`config.mk`:
```
export PLATFORM = sky130hd
export DESIGN_NAME = vbic_i2c_slave
export DESIGN_NICKNAME = d
export VERILOG_FILES = /design/src/vbic_pkg.sv /design/src/vbic_i2c_slave.sv
export SDC_FILE = /design/constraint.sdc
export NUM_CORES = 1
export LEC_CHECK = 0
export BUFFER_PORTS_ARGS = -buffer_cell sky130_fd_sc_hd__buf_2
export CORE_MARGIN = 2
export CORE_UTILIZATION = 45
export CTS_CLUSTER_SIZE = 30
export DETAILED_ROUTE_END_ITERATION = 12
export PLACE_DENSITY = 0.74
export SLEW_MARGIN = 25
export SYNTH_ARGS = -nofsm -noshare
export SYNTH_HDL_FRONTEND = slang
export SYNTH_SLANG_ARGS = --single-unit
```
`constraint.sdc`:
```
create_clock -name ref_clk -period 6 [get_ports ref_clk]
set_input_delay 0.3 -clock ref_clk [delete_from_list [all_inputs] [get_ports ref_clk]]
set_output_delay 0.3 -clock ref_clk [all_outputs]
set_load 0.05 [all_outputs]
```
`src/vbic_pkg.sv`:
```
// package: constants and carriers for the video buffer i2c register slave
// Function
// master writes: start, seven-bit address msb first, direction bit zero
// after address ack, master sends one register index byte msb first
// device acknowledges the index byte in the ninth bit slot
// one data byte follows, device acks and stores it, master stops
// one register per write transaction; index never auto-increments
// device address is 0,1,0,1,1 then the two strap pin levels
// index byte has bits 7..3 zero, register number in bits 2..0
// read phase one writes only the index, then master stops
// read phase two: start, address msb first, direction bit one
// device returns one byte of the selected register, msb first
// master answers the read byte with not-acknowledge, then stop
// each further register read repeats the whole two-phase sequence
// indices one to three select channel registers one to three
// index four selects the shared enable and sync select register
// unknown index is acked, changes nothing, and reads back zero
package vbic_pkg;

  localparam logic [4:0] ADDR_FIXED   = 5'h0b;
  localparam int         NUM_REGS     = 4;
  localparam logic [7:0] IDX_CH1      = 8'h01;
  localparam logic [7:0] IDX_CH2      = 8'h02;
  localparam logic [7:0] IDX_CH3      = 8'h03;
  localparam logic [7:0] IDX_SHARED   = 8'h04;
  localparam logic [7:0] REG_RESET    = 8'h00;
  localparam logic [2:0] BIT_LAST     = 3'h7;

  typedef enum logic [6:0] {
    VBIC_IDLE  = 7'h01,
    VBIC_ADDR  = 7'h02,
    VBIC_AACK  = 7'h04,
    VBIC_RXB   = 7'h08,
    VBIC_RACK  = 7'h10,
    VBIC_TXB   = 7'h20,
    VBIC_TACK  = 7'h40
  } vbic_state_t;

  // configuration image handed to the analog side
  typedef struct packed {
    logic [7:0] ch1;
    logic [7:0] ch2;
    logic [7:0] ch3;
    logic [7:0] shared;
  } vbic_cfg_t;

endpackage

```
`src/vbic_i2c_slave.sv`:
```
// module: i2c slave reaching the buffer configuration registers
`timescale 1ns/100ps
module vbic_i2c_slave
(
  input  wire logic              ref_clk,
  input  wire logic              rst_n,
  input  wire logic              sclIn,
  input  wire logic              sdaIn,
  output logic                   sdaOut,
  output logic                   sdaOe,
  input  wire logic              addr_strap_high,
  input  wire logic              addr_strap_low,
  output vbic_pkg::vbic_cfg_t    cfg
);

  ////////////////////////////////////////////////////////////////////////////
  // pin synchronisers; first stage read only by the second
  logic [1:0] sclSync_ff;
  logic [1:0] sdaSync_ff;
  logic [1:0] strapSync_ff;
  logic [1:0] strapMid_ff;
  logic       sclOld_ff;
  logic       sdaOld_ff;

  always_ff @(posedge ref_clk or negedge rst_n)
  begin
    if (!rst_n)
    begin
      sclSync_ff   <= 2'h3;
      sdaSync_ff   <= 2'h3;
      strapMid_ff  <= 2'h0;
      strapSync_ff <= 2'h0;
      sclOld_ff    <= 1'b1;
      sdaOld_ff    <= 1'b1;
    end
    else
    begin
      sclSync_ff   <= {sclSync_ff[0], sclIn};
      sdaSync_ff   <= {sdaSync_ff[0], sdaIn};
      strapMid_ff  <= {addr_strap_high, addr_strap_low};
      strapSync_ff <= strapMid_ff;
      sclOld_ff    <= sclSync_ff[1];
      sdaOld_ff    <= sdaSync_ff[1];
    end
  end

  logic scl;
  logic sda;
  logic sclRise;
  logic sclFall;
  logic startCond;
  logic stopCond;

  assign scl       = sclSync_ff[1];
  assign sda       = sdaSync_ff[1];
  assign sclRise   = scl & ~sclOld_ff;
  assign sclFall   = ~scl & sclOld_ff;
  assign startCond = scl & sclOld_ff & sdaOld_ff & ~sda;
  assign stopCond  = scl & sclOld_ff & ~sdaOld_ff & sda;

  ////////////////////////////////////////////////////////////////////////////
  // byte engine
  vbic_pkg::vbic_state_t state_ff;
  logic [2:0] bitCnt_ff;
  logic [7:0] shift_ff;
  logic       isRead_ff;
  logic       gotIndex_ff;
  logic [7:0] index_ff;
  logic       ackBit_ff;

  logic [6:0] myAddr;
  logic [7:0] rxByte;
  logic [7:0] rdData;


  assign myAddr = {vbic_pkg::ADDR_FIXED, strapSync_ff};
  assign rxByte = {shift_ff[6:0], sda};


  always_comb
  begin
    case (index_ff)
      vbic_pkg::IDX_CH1:    rdData = cfg.ch1;
      vbic_pkg::IDX_CH2:    rdData = cfg.ch2;
      vbic_pkg::IDX_CH3:    rdData = cfg.ch3;
      vbic_pkg::IDX_SHARED: rdData = cfg.shared;
      default: rdData = 8'h00;
    endcase
  end

  always_ff @(posedge ref_clk or negedge rst_n)
  begin
    if (!rst_n)
    begin
      state_ff    <= vbic_pkg::VBIC_IDLE;
      bitCnt_ff   <= 3'h0;
      shift_ff    <= 8'h00;
      isRead_ff   <= 1'b0;
      gotIndex_ff <= 1'b0;
      ackBit_ff   <= 1'b0;
    end
    else if (startCond)
    begin
      // repeated start or new start restarts address capture
      // a cut ack slot must not shorten the next one
      state_ff  <= vbic_pkg::VBIC_ADDR;
      bitCnt_ff <= 3'h0;
      ackBit_ff <= 1'b0;
    end
    else if (stopCond)
    begin
      state_ff  <= vbic_pkg::VBIC_IDLE;
      ackBit_ff <= 1'b0;
    end
    else
    begin
      case (state_ff)
        vbic_pkg::VBIC_IDLE:
          state_ff <= vbic_pkg::VBIC_IDLE;
        vbic_pkg::VBIC_ADDR:
          if (sclRise)
          begin
            shift_ff  <= rxByte;
            bitCnt_ff <= bitCnt_ff + 3'h1;
            if (bitCnt_ff == vbic_pkg::BIT_LAST)
            begin

              if (rxByte[7:1] == myAddr)
              begin
                isRead_ff   <= rxByte[0];
                gotIndex_ff <= 1'b0;
                state_ff    <= vbic_pkg::VBIC_AACK;
              end
              else
                state_ff <= vbic_pkg::VBIC_IDLE;
            end
          end
        vbic_pkg::VBIC_AACK:
          // ack slot: drive low from the falling edge to the next one
          if (sclFall)
          begin
            if (ackBit_ff)
            begin
              ackBit_ff <= 1'b0;

              state_ff  <= isRead_ff ? vbic_pkg::VBIC_TXB
                                     : vbic_pkg::VBIC_RXB;
              shift_ff  <= rdData;
              bitCnt_ff <= 3'h0;
            end
            else
              ackBit_ff <= 1'b1;
          end
        vbic_pkg::VBIC_RXB:
          if (sclRise)
          begin
            shift_ff  <= rxByte;
            bitCnt_ff <= bitCnt_ff + 3'h1;
            if (bitCnt_ff == vbic_pkg::BIT_LAST)
              state_ff <= vbic_pkg::VBIC_RACK;
          end
        vbic_pkg::VBIC_RACK:

          if (sclFall)
          begin
            if (ackBit_ff)
            begin
              ackBit_ff   <= 1'b0;
              gotIndex_ff <= 1'b1;
              bitCnt_ff   <= 3'h0;
              // a second data byte would find us already idle
              state_ff    <= gotIndex_ff ? vbic_pkg::VBIC_IDLE
                                         : vbic_pkg::VBIC_RXB;
            end
            else
              ackBit_ff <= 1'b1;
          end
        vbic_pkg::VBIC_TXB:
          if (sclFall)
          begin
            shift_ff  <= {shift_ff[6:0], 1'b0};
            bitCnt_ff <= bitCnt_ff + 3'h1;
            if (bitCnt_ff == vbic_pkg::BIT_LAST)
              state_ff <= vbic_pkg::VBIC_TACK;
          end
        vbic_pkg::VBIC_TACK:
          // master's nack ends our part; single byte only
          if (sclRise)
            state_ff <= vbic_pkg::VBIC_IDLE;
        default:
          state_ff <= vbic_pkg::VBIC_IDLE;
      endcase
    end
  end

  ////////////////////////////////////////////////////////////////////////////
  // index and register store
  logic storeIdx;
  logic storeData;

  assign storeIdx  = (state_ff == vbic_pkg::VBIC_RACK) && sclFall
                     && ackBit_ff && !gotIndex_ff;
  assign storeData = (state_ff == vbic_pkg::VBIC_RACK) && sclFall
                     && ackBit_ff && gotIndex_ff;

  // index survives the stop so phase two reads it
  always_ff @(posedge ref_clk or negedge rst_n)
  begin
    if (!rst_n)
      index_ff <= 8'h00;
    else if (storeIdx)
      index_ff <= shift_ff;
  end

  always_ff @(posedge ref_clk or negedge rst_n)
  begin
    if (!rst_n)
      cfg <= {vbic_pkg::NUM_REGS{vbic_pkg::REG_RESET}};
    else if (storeData)
    begin

      case (index_ff)
        vbic_pkg::IDX_CH1:    cfg.ch1    <= shift_ff;
        vbic_pkg::IDX_CH2:    cfg.ch2    <= shift_ff;
        vbic_pkg::IDX_CH3:    cfg.ch3    <= shift_ff;
        vbic_pkg::IDX_SHARED: cfg.shared <= shift_ff;
        default: cfg        <= cfg;
      endcase
    end
  end

  ////////////////////////////////////////////////////////////////////////////
  // open-drain sda: only ever pulls low
  always_ff @(posedge ref_clk or negedge rst_n)
  begin
    if (!rst_n)
      sdaOe <= 1'b0;
    else if (startCond || stopCond)
      sdaOe <= 1'b0;
    else
      sdaOe <= (((state_ff == vbic_pkg::VBIC_AACK)
                 || (state_ff == vbic_pkg::VBIC_RACK)) && ackBit_ff)
               || ((state_ff == vbic_pkg::VBIC_TXB) && !shift_ff[7]);
  end

  always_ff @(posedge ref_clk or negedge rst_n)
  begin
    if (!rst_n)
      sdaOut <= 1'b0;
    else
      sdaOut <= 1'b0;
  end

endmodule // vbic_i2c_slave

```
### Yosys cells after proc, flatten, opt, wreduce, memory -nomap -nowiden

Index checks and enable logic that the tools add are counted.

* output and inout port bits: 34
* memories kept: 0
* bits in latches: 0
* bits in writable memories: 0
* memory bits (read-only): 0
* register bits: 72

* bitwise operators: 13
* multiplexer cells: 42
* eq/ne operators: 37
* $mul: 0
* div/mod/pow operators: 0
* order comparisons: 0
* reductions and logical operators: 28
* shifts and indexed selects: 0
* add/subtract/negate cells: 1

Operators with widths (count)
* $mux 7: 13
* $ne 4x4->1 const B: 11
* $pmux 7 s6: 1
* $mux 8: 4
* $pmux 8 s4: 1
* $pmux 8 s3: 1
* $mux 3: 7
* $ne 2x2->1 const B: 9
* $eq 8x2->1 const B: 2
* $reduce_and 6->1: 2
* $mux 1: 11
* $reduce_and 11->1: 1
* $reduce_and 2->1: 5
* $ne 3x1->1 const B: 3
* $pmux 3 s3: 1
* $reduce_bool 3->1: 3
* $eq 8x1->1 const B: 1
* $eq 8x3->1 const B: 1
* $reduce_and 8->1: 1
* $and 1x1->1: 7
* $eq 7x2->1 const B: 1
* $eq 7x3->1 const B: 1
* $eq 7x4->1 const B: 1
* $eq 7x5->1 const B: 1
* other kinds (18): 32

### Longest topological paths before layout

* word-level depth: 7
* depth in mapped cells: 8
* mapped depth without buffers: 7

### Worst setup path before layout

OpenSTA, ideal clock, no wires.

* path type: reg-to-reg
* from: reg state_ff[5]
* to: reg shift_ff[0]
* data required time: 5.875 ns
* setup time: 0.125 ns
* arrival time: 2.173 ns
* stages on the path, launching flop included: 9
* path buffers: 3
* path slack: 3.702 ns
* period minus slack after synthesis: 2.298 ns
* cell sequence: dfrtp_1 or3_1 buf_2 or4_4 and2_4 buf_6 and2_4 buf_6 mux2_4

* word-level cells in the longest chain between the ends: 4
* elaborated cells on any way between the ends: 12
* classes of those cells: eq/ne (8); mux (1); reduce/logical (3)

Ends and longest elaborated chain
* from (decl): RTL line vbic_i2c_slave.sv:63 `vbic_pkg::vbic_state_t state_ff;`
* from (signal assigned): RTL line vbic_i2c_slave.sv:95 `state_ff <= vbic_pkg::VBIC_IDLE;`
* from (signal assigned): RTL line vbic_i2c_slave.sv:106 `state_ff <= vbic_pkg::VBIC_ADDR;`
* from (signal assigned): RTL line vbic_i2c_slave.sv:112 `state_ff <= vbic_pkg::VBIC_IDLE;`
* $eq 7x4->1 or $eq 7x2->1 (tied branches): RTL line vbic_i2c_slave.sv:117 `case (state_ff)`
* $reduce_or 2->1 (no source line)
* $ne 2x1->1 (no source line) or $reduce_bool 3->1 (tied branches)
* $reduce_and 7->1 (no source line)
* to (signal assigned): RTL line vbic_i2c_slave.sv:123 `shift_ff <= rxByte;`
* to (signal assigned): RTL line vbic_i2c_slave.sv:148 `shift_ff <= rdData;`
* to (signal assigned): RTL line vbic_i2c_slave.sv:157 `shift_ff <= rxByte;`
* to (decl): RTL line vbic_i2c_slave.sv:65 `logic [7:0] shift_ff;`

Several ways; a longest one is shown, not always the timed one.
A chain may end at the register's enable or synchronous reset.

### Worst setup path in the final report

* from: reg index_ff[5]
* to: reg cfg[9] (netlist name)

* word-level cells in the longest chain between the ends: 2

Ends and longest elaborated chain
* from (decl): RTL line vbic_i2c_slave.sv:68 `logic [7:0] index_ff;`
* from (signal assigned): RTL line vbic_i2c_slave.sv:212 `index_ff <= shift_ff;`
* $eq 8x2->1: RTL line vbic_i2c_slave.sv:222 `case (index_ff)`
* $reduce_and 2->1 (no source line)
* to (signal assigned): RTL line vbic_i2c_slave.sv:218 `cfg <= {vbic_pkg::NUM_REGS{vbic_pkg::REG_RESET}};`
* to (signal assigned): RTL line vbic_i2c_slave.sv:227 `default: cfg <= cfg;`
* to (decl): RTL line vbic_i2c_slave.sv:13 `output vbic_pkg::vbic_cfg_t cfg`

Every way passes these cells.

==> out/metrics.cfg <==
[clock_tree]
postCtsSetupBuffers=0
cts-hold-fix-buffers=0
numCtsBuffers=9
clock-sinks=72
post_cts_resized=0
insertion_delay_ns=0.36
cts-root-buf=clkbuf_8
clk_pin_slew_ns=0.09
tritoncts=built
ctsHtreeMaxLevel=3
clockBufferDepth=2

[sta]
relSlewSlack_pct=26.71
hold_violations=0
slew_viol_final=0
max_freq_ghz=0.3801
period_needed_ns=2.631
setup_viol=0
tightest_slew_ns=1.091
rsz0062_at_grt=false
clock_skew_ns=0.01197
setup_tns_ns=0
fin_crit_sh_pct=43.84

[setup_path]
crit_buf_inv=0
cp_max_fo=9
critPathSlowestCell=nor4b_2
endpoint_kind=flip-flop
path_cells=or4_4 > nor4b_2 > nand2_2 > mux2_2
crit_type=reg -> reg
critPathTopFamily=simple AND/OR/NAND/NOR gates
crit_path_start_kind=flip-flop
cpPeakStageDelay_ns=0.84
reg2reg_slack_ns=3.37
cp.arrival_ns=2.88
required_ns=6.25

[place]
place_area_um2=3746
port_buffers=38
place_congestion=0.9469
place_hpwl_mm=5.529

[yosys]
ys_seq_area_share_pct=51.73
yosysTopAreaCellShare_pct=46.48
synth_most_common_cell=dfrtp_1
netlist_instances=295
syn_area_um2=3500
synth_common_cells=65 x dfrtp_1, 41 x mux2_2, 20 x nand2_1, 11 x a21oi_1, 11 x nor2_1
syn_area_per_cell_um2=11.86
synth_flop_cell=dfrtp_1
synth.distinct_cells=59
synth_warnings=0
synthArstFlopShare_pct=100.0
syn_nets=303
netlist_top_cells_area=dfrtp_1 46%, mux2_2 13%, dfstp_2 5.3%, nand2_1 2.1%, a22o_1 2.0%
synth_edf_count=0
synth_area_leader_cell=dfrtp_1
synth_seq_cells=72

[power]
power.leakage_nw=1.921
ir_worst_vdd_uv=191.2
seqPwrFrac_pct=52.7
clkPwrFrac_pct=44.2
p_comb_share_pct=3.0
p_per_area_nw_per_um2=245.9
p_int_uw=743.3
switching_share_pct=23.73
report.power.total_uw=974.5
p_sw_uw=231.2

[routing]
remaining_drc_errors=0
drt_iter0_drc=219
final_antenna_net_count=0
routed_wl_mm=8.067
vias=2566
wire_per_inst_um=18.38
dr.pass1.iters=4
viasPerCell=5.845

[global_routing]
grt_pass1_wl_mm=13.17
overflow=0
antenna_found_initial=0
grt_max_degree=73
grt_pass1_vias=2516
gr-usage-all-layers_pct=20.35

[floorplanning]
pin_count=40
placementRows=32
core_um2=7647
start_util_pct=45.76
die_height_um=92.19
die_w_um=92.19
die_area_um2=8498

[cells_and_area]
fin_util_pct=51.83
area_growth_pct=13.26
final_nets=340
num_antenna_cells=0
drive_above_1_share_pct=39.17
design_area_um2=3964

[min_path]
hold_class=in -> reg

[run_status]
outcome=complete, no violations

[flow_run]
cap_violations=0

area by class of cell:
class / instances / area, µm²
clock buffer: 10 / 127.6
clock inverter: 6 / 90.09
fill: 642 / 3684
inverter: 1 / 3.754
multi-input combinational: 208 / 1599
sequential: 72 / 1810
tap: 102 / 127.6
timing repair buffer: 40 / 205.2
placed cells by master (no fill, tap or decap), types with 3 or more instances in the layout:
cell type / instances
o22ai_1: 3
a21oi_1: 11
nor3b_1: 3
or3_1: 3
or2_2: 3
a222oi_1: 3
mux2_4: 3
nor2b_1: 3
dfstp_2: 7
nand4_1: 4
a31oi_1: 4
nand3_1: 8
dfrtp_1: 65
mux2_2: 41
clkbuf_8: 9
nand2b_1: 8
a22o_1: 8
a22oi_1: 5
and3_1: 3
a21bo_2: 4
xor2_1: 4
o21ai_0: 5
nor2_1: 11
nor3_1: 6
buf_2: 38
nand2_1: 20
o32a_2: 4
per-layer routing:
metal / track usage, % / vias to the layer above / wire length, µm
met5: 0 / - / 0
met4: 9.453 / 0 / 165
met3: 4.601 / 13 / 441
met2: 29.84 / 90 / 3772
met1: 28.80 / 1282 / 3688
li1: - / 1181 / -
sequential cells by signal (all words and copies together) (netlist names):
| name | count |
|---|---|
| cfg | 32 |
| index_ff | 8 |
| shift_ff | 8 |
| state_ff | 7 |
| bitCnt_ff | 3 |
| sclSync_ff | 2 |
| sdaSync_ff | 2 |
| strapMid_ff | 2 |
| strapSync_ff | 2 |
| ackBit_ff | 1 |
| gotIndex_ff | 1 |
| isRead_ff | 1 |
| sclOld_ff | 1 |
| sdaOe | 1 |
| sdaOld_ff | 1 |
metrics by stage:
stage	hold slack (ns)	worst slack (ns)	cells
detailed placement	0.3362	3.429	423
CTS	0.01872	3.360	439
finish	0.03523	3.369	439
global placement	0.3365	3.499	423
floorplan	0.004409	3.702	295
global route	0.01785	3.197	439
cell families after synthesis:
logic type / synth area share (%)
multiplexers: 14.48
adder cells (fa/ha/maj): 0.7149
buffers and inverters: 2.574
flip-flops: 51.73
XOR/XNOR: 1.502
AND/OR/NAND/NOR: 15.55
AO/OA/AOI/OAI: 13.34
other: 0.1072
power by group through the flow:
| stage | combinational [mW] | clock [mW] | sequential (mW) |
|---|---|---|---|
| 4_1_cts | 0.0305 | 0.439 | 0.513 |
| 3_3_place_gp | 0.0297 | 0 | 0.522 |
| 6_report | 0.0297 | 0.431 | 0.514 |
| 3_5_place_dp | 0.0304 | 0 | 0.522 |
| 5_1_grt | 0.0339 | 0.456 | 0.515 |
| 2_1_floorplan | 0.0191 | 0 | 0.514 |
path summary, 6_finish.rpt:
path | cells after the start | end | start
setup / recovery | 4 | cfg[9] | index_ff[5]
hold / removal | 1 | sclSync_ff[0] | sclIn
setup reg to reg | 4 | cfg[9] | index_ff[5]
hold reg to reg | 0 | strapSync_ff[0] | strapMid_ff[0]
max in group asynchronous | 2 | state_ff[3] | rst_n
min in group asynchronous | 2 | state_ff[6] | rst_n
Power figures use the tool's default switching activity.
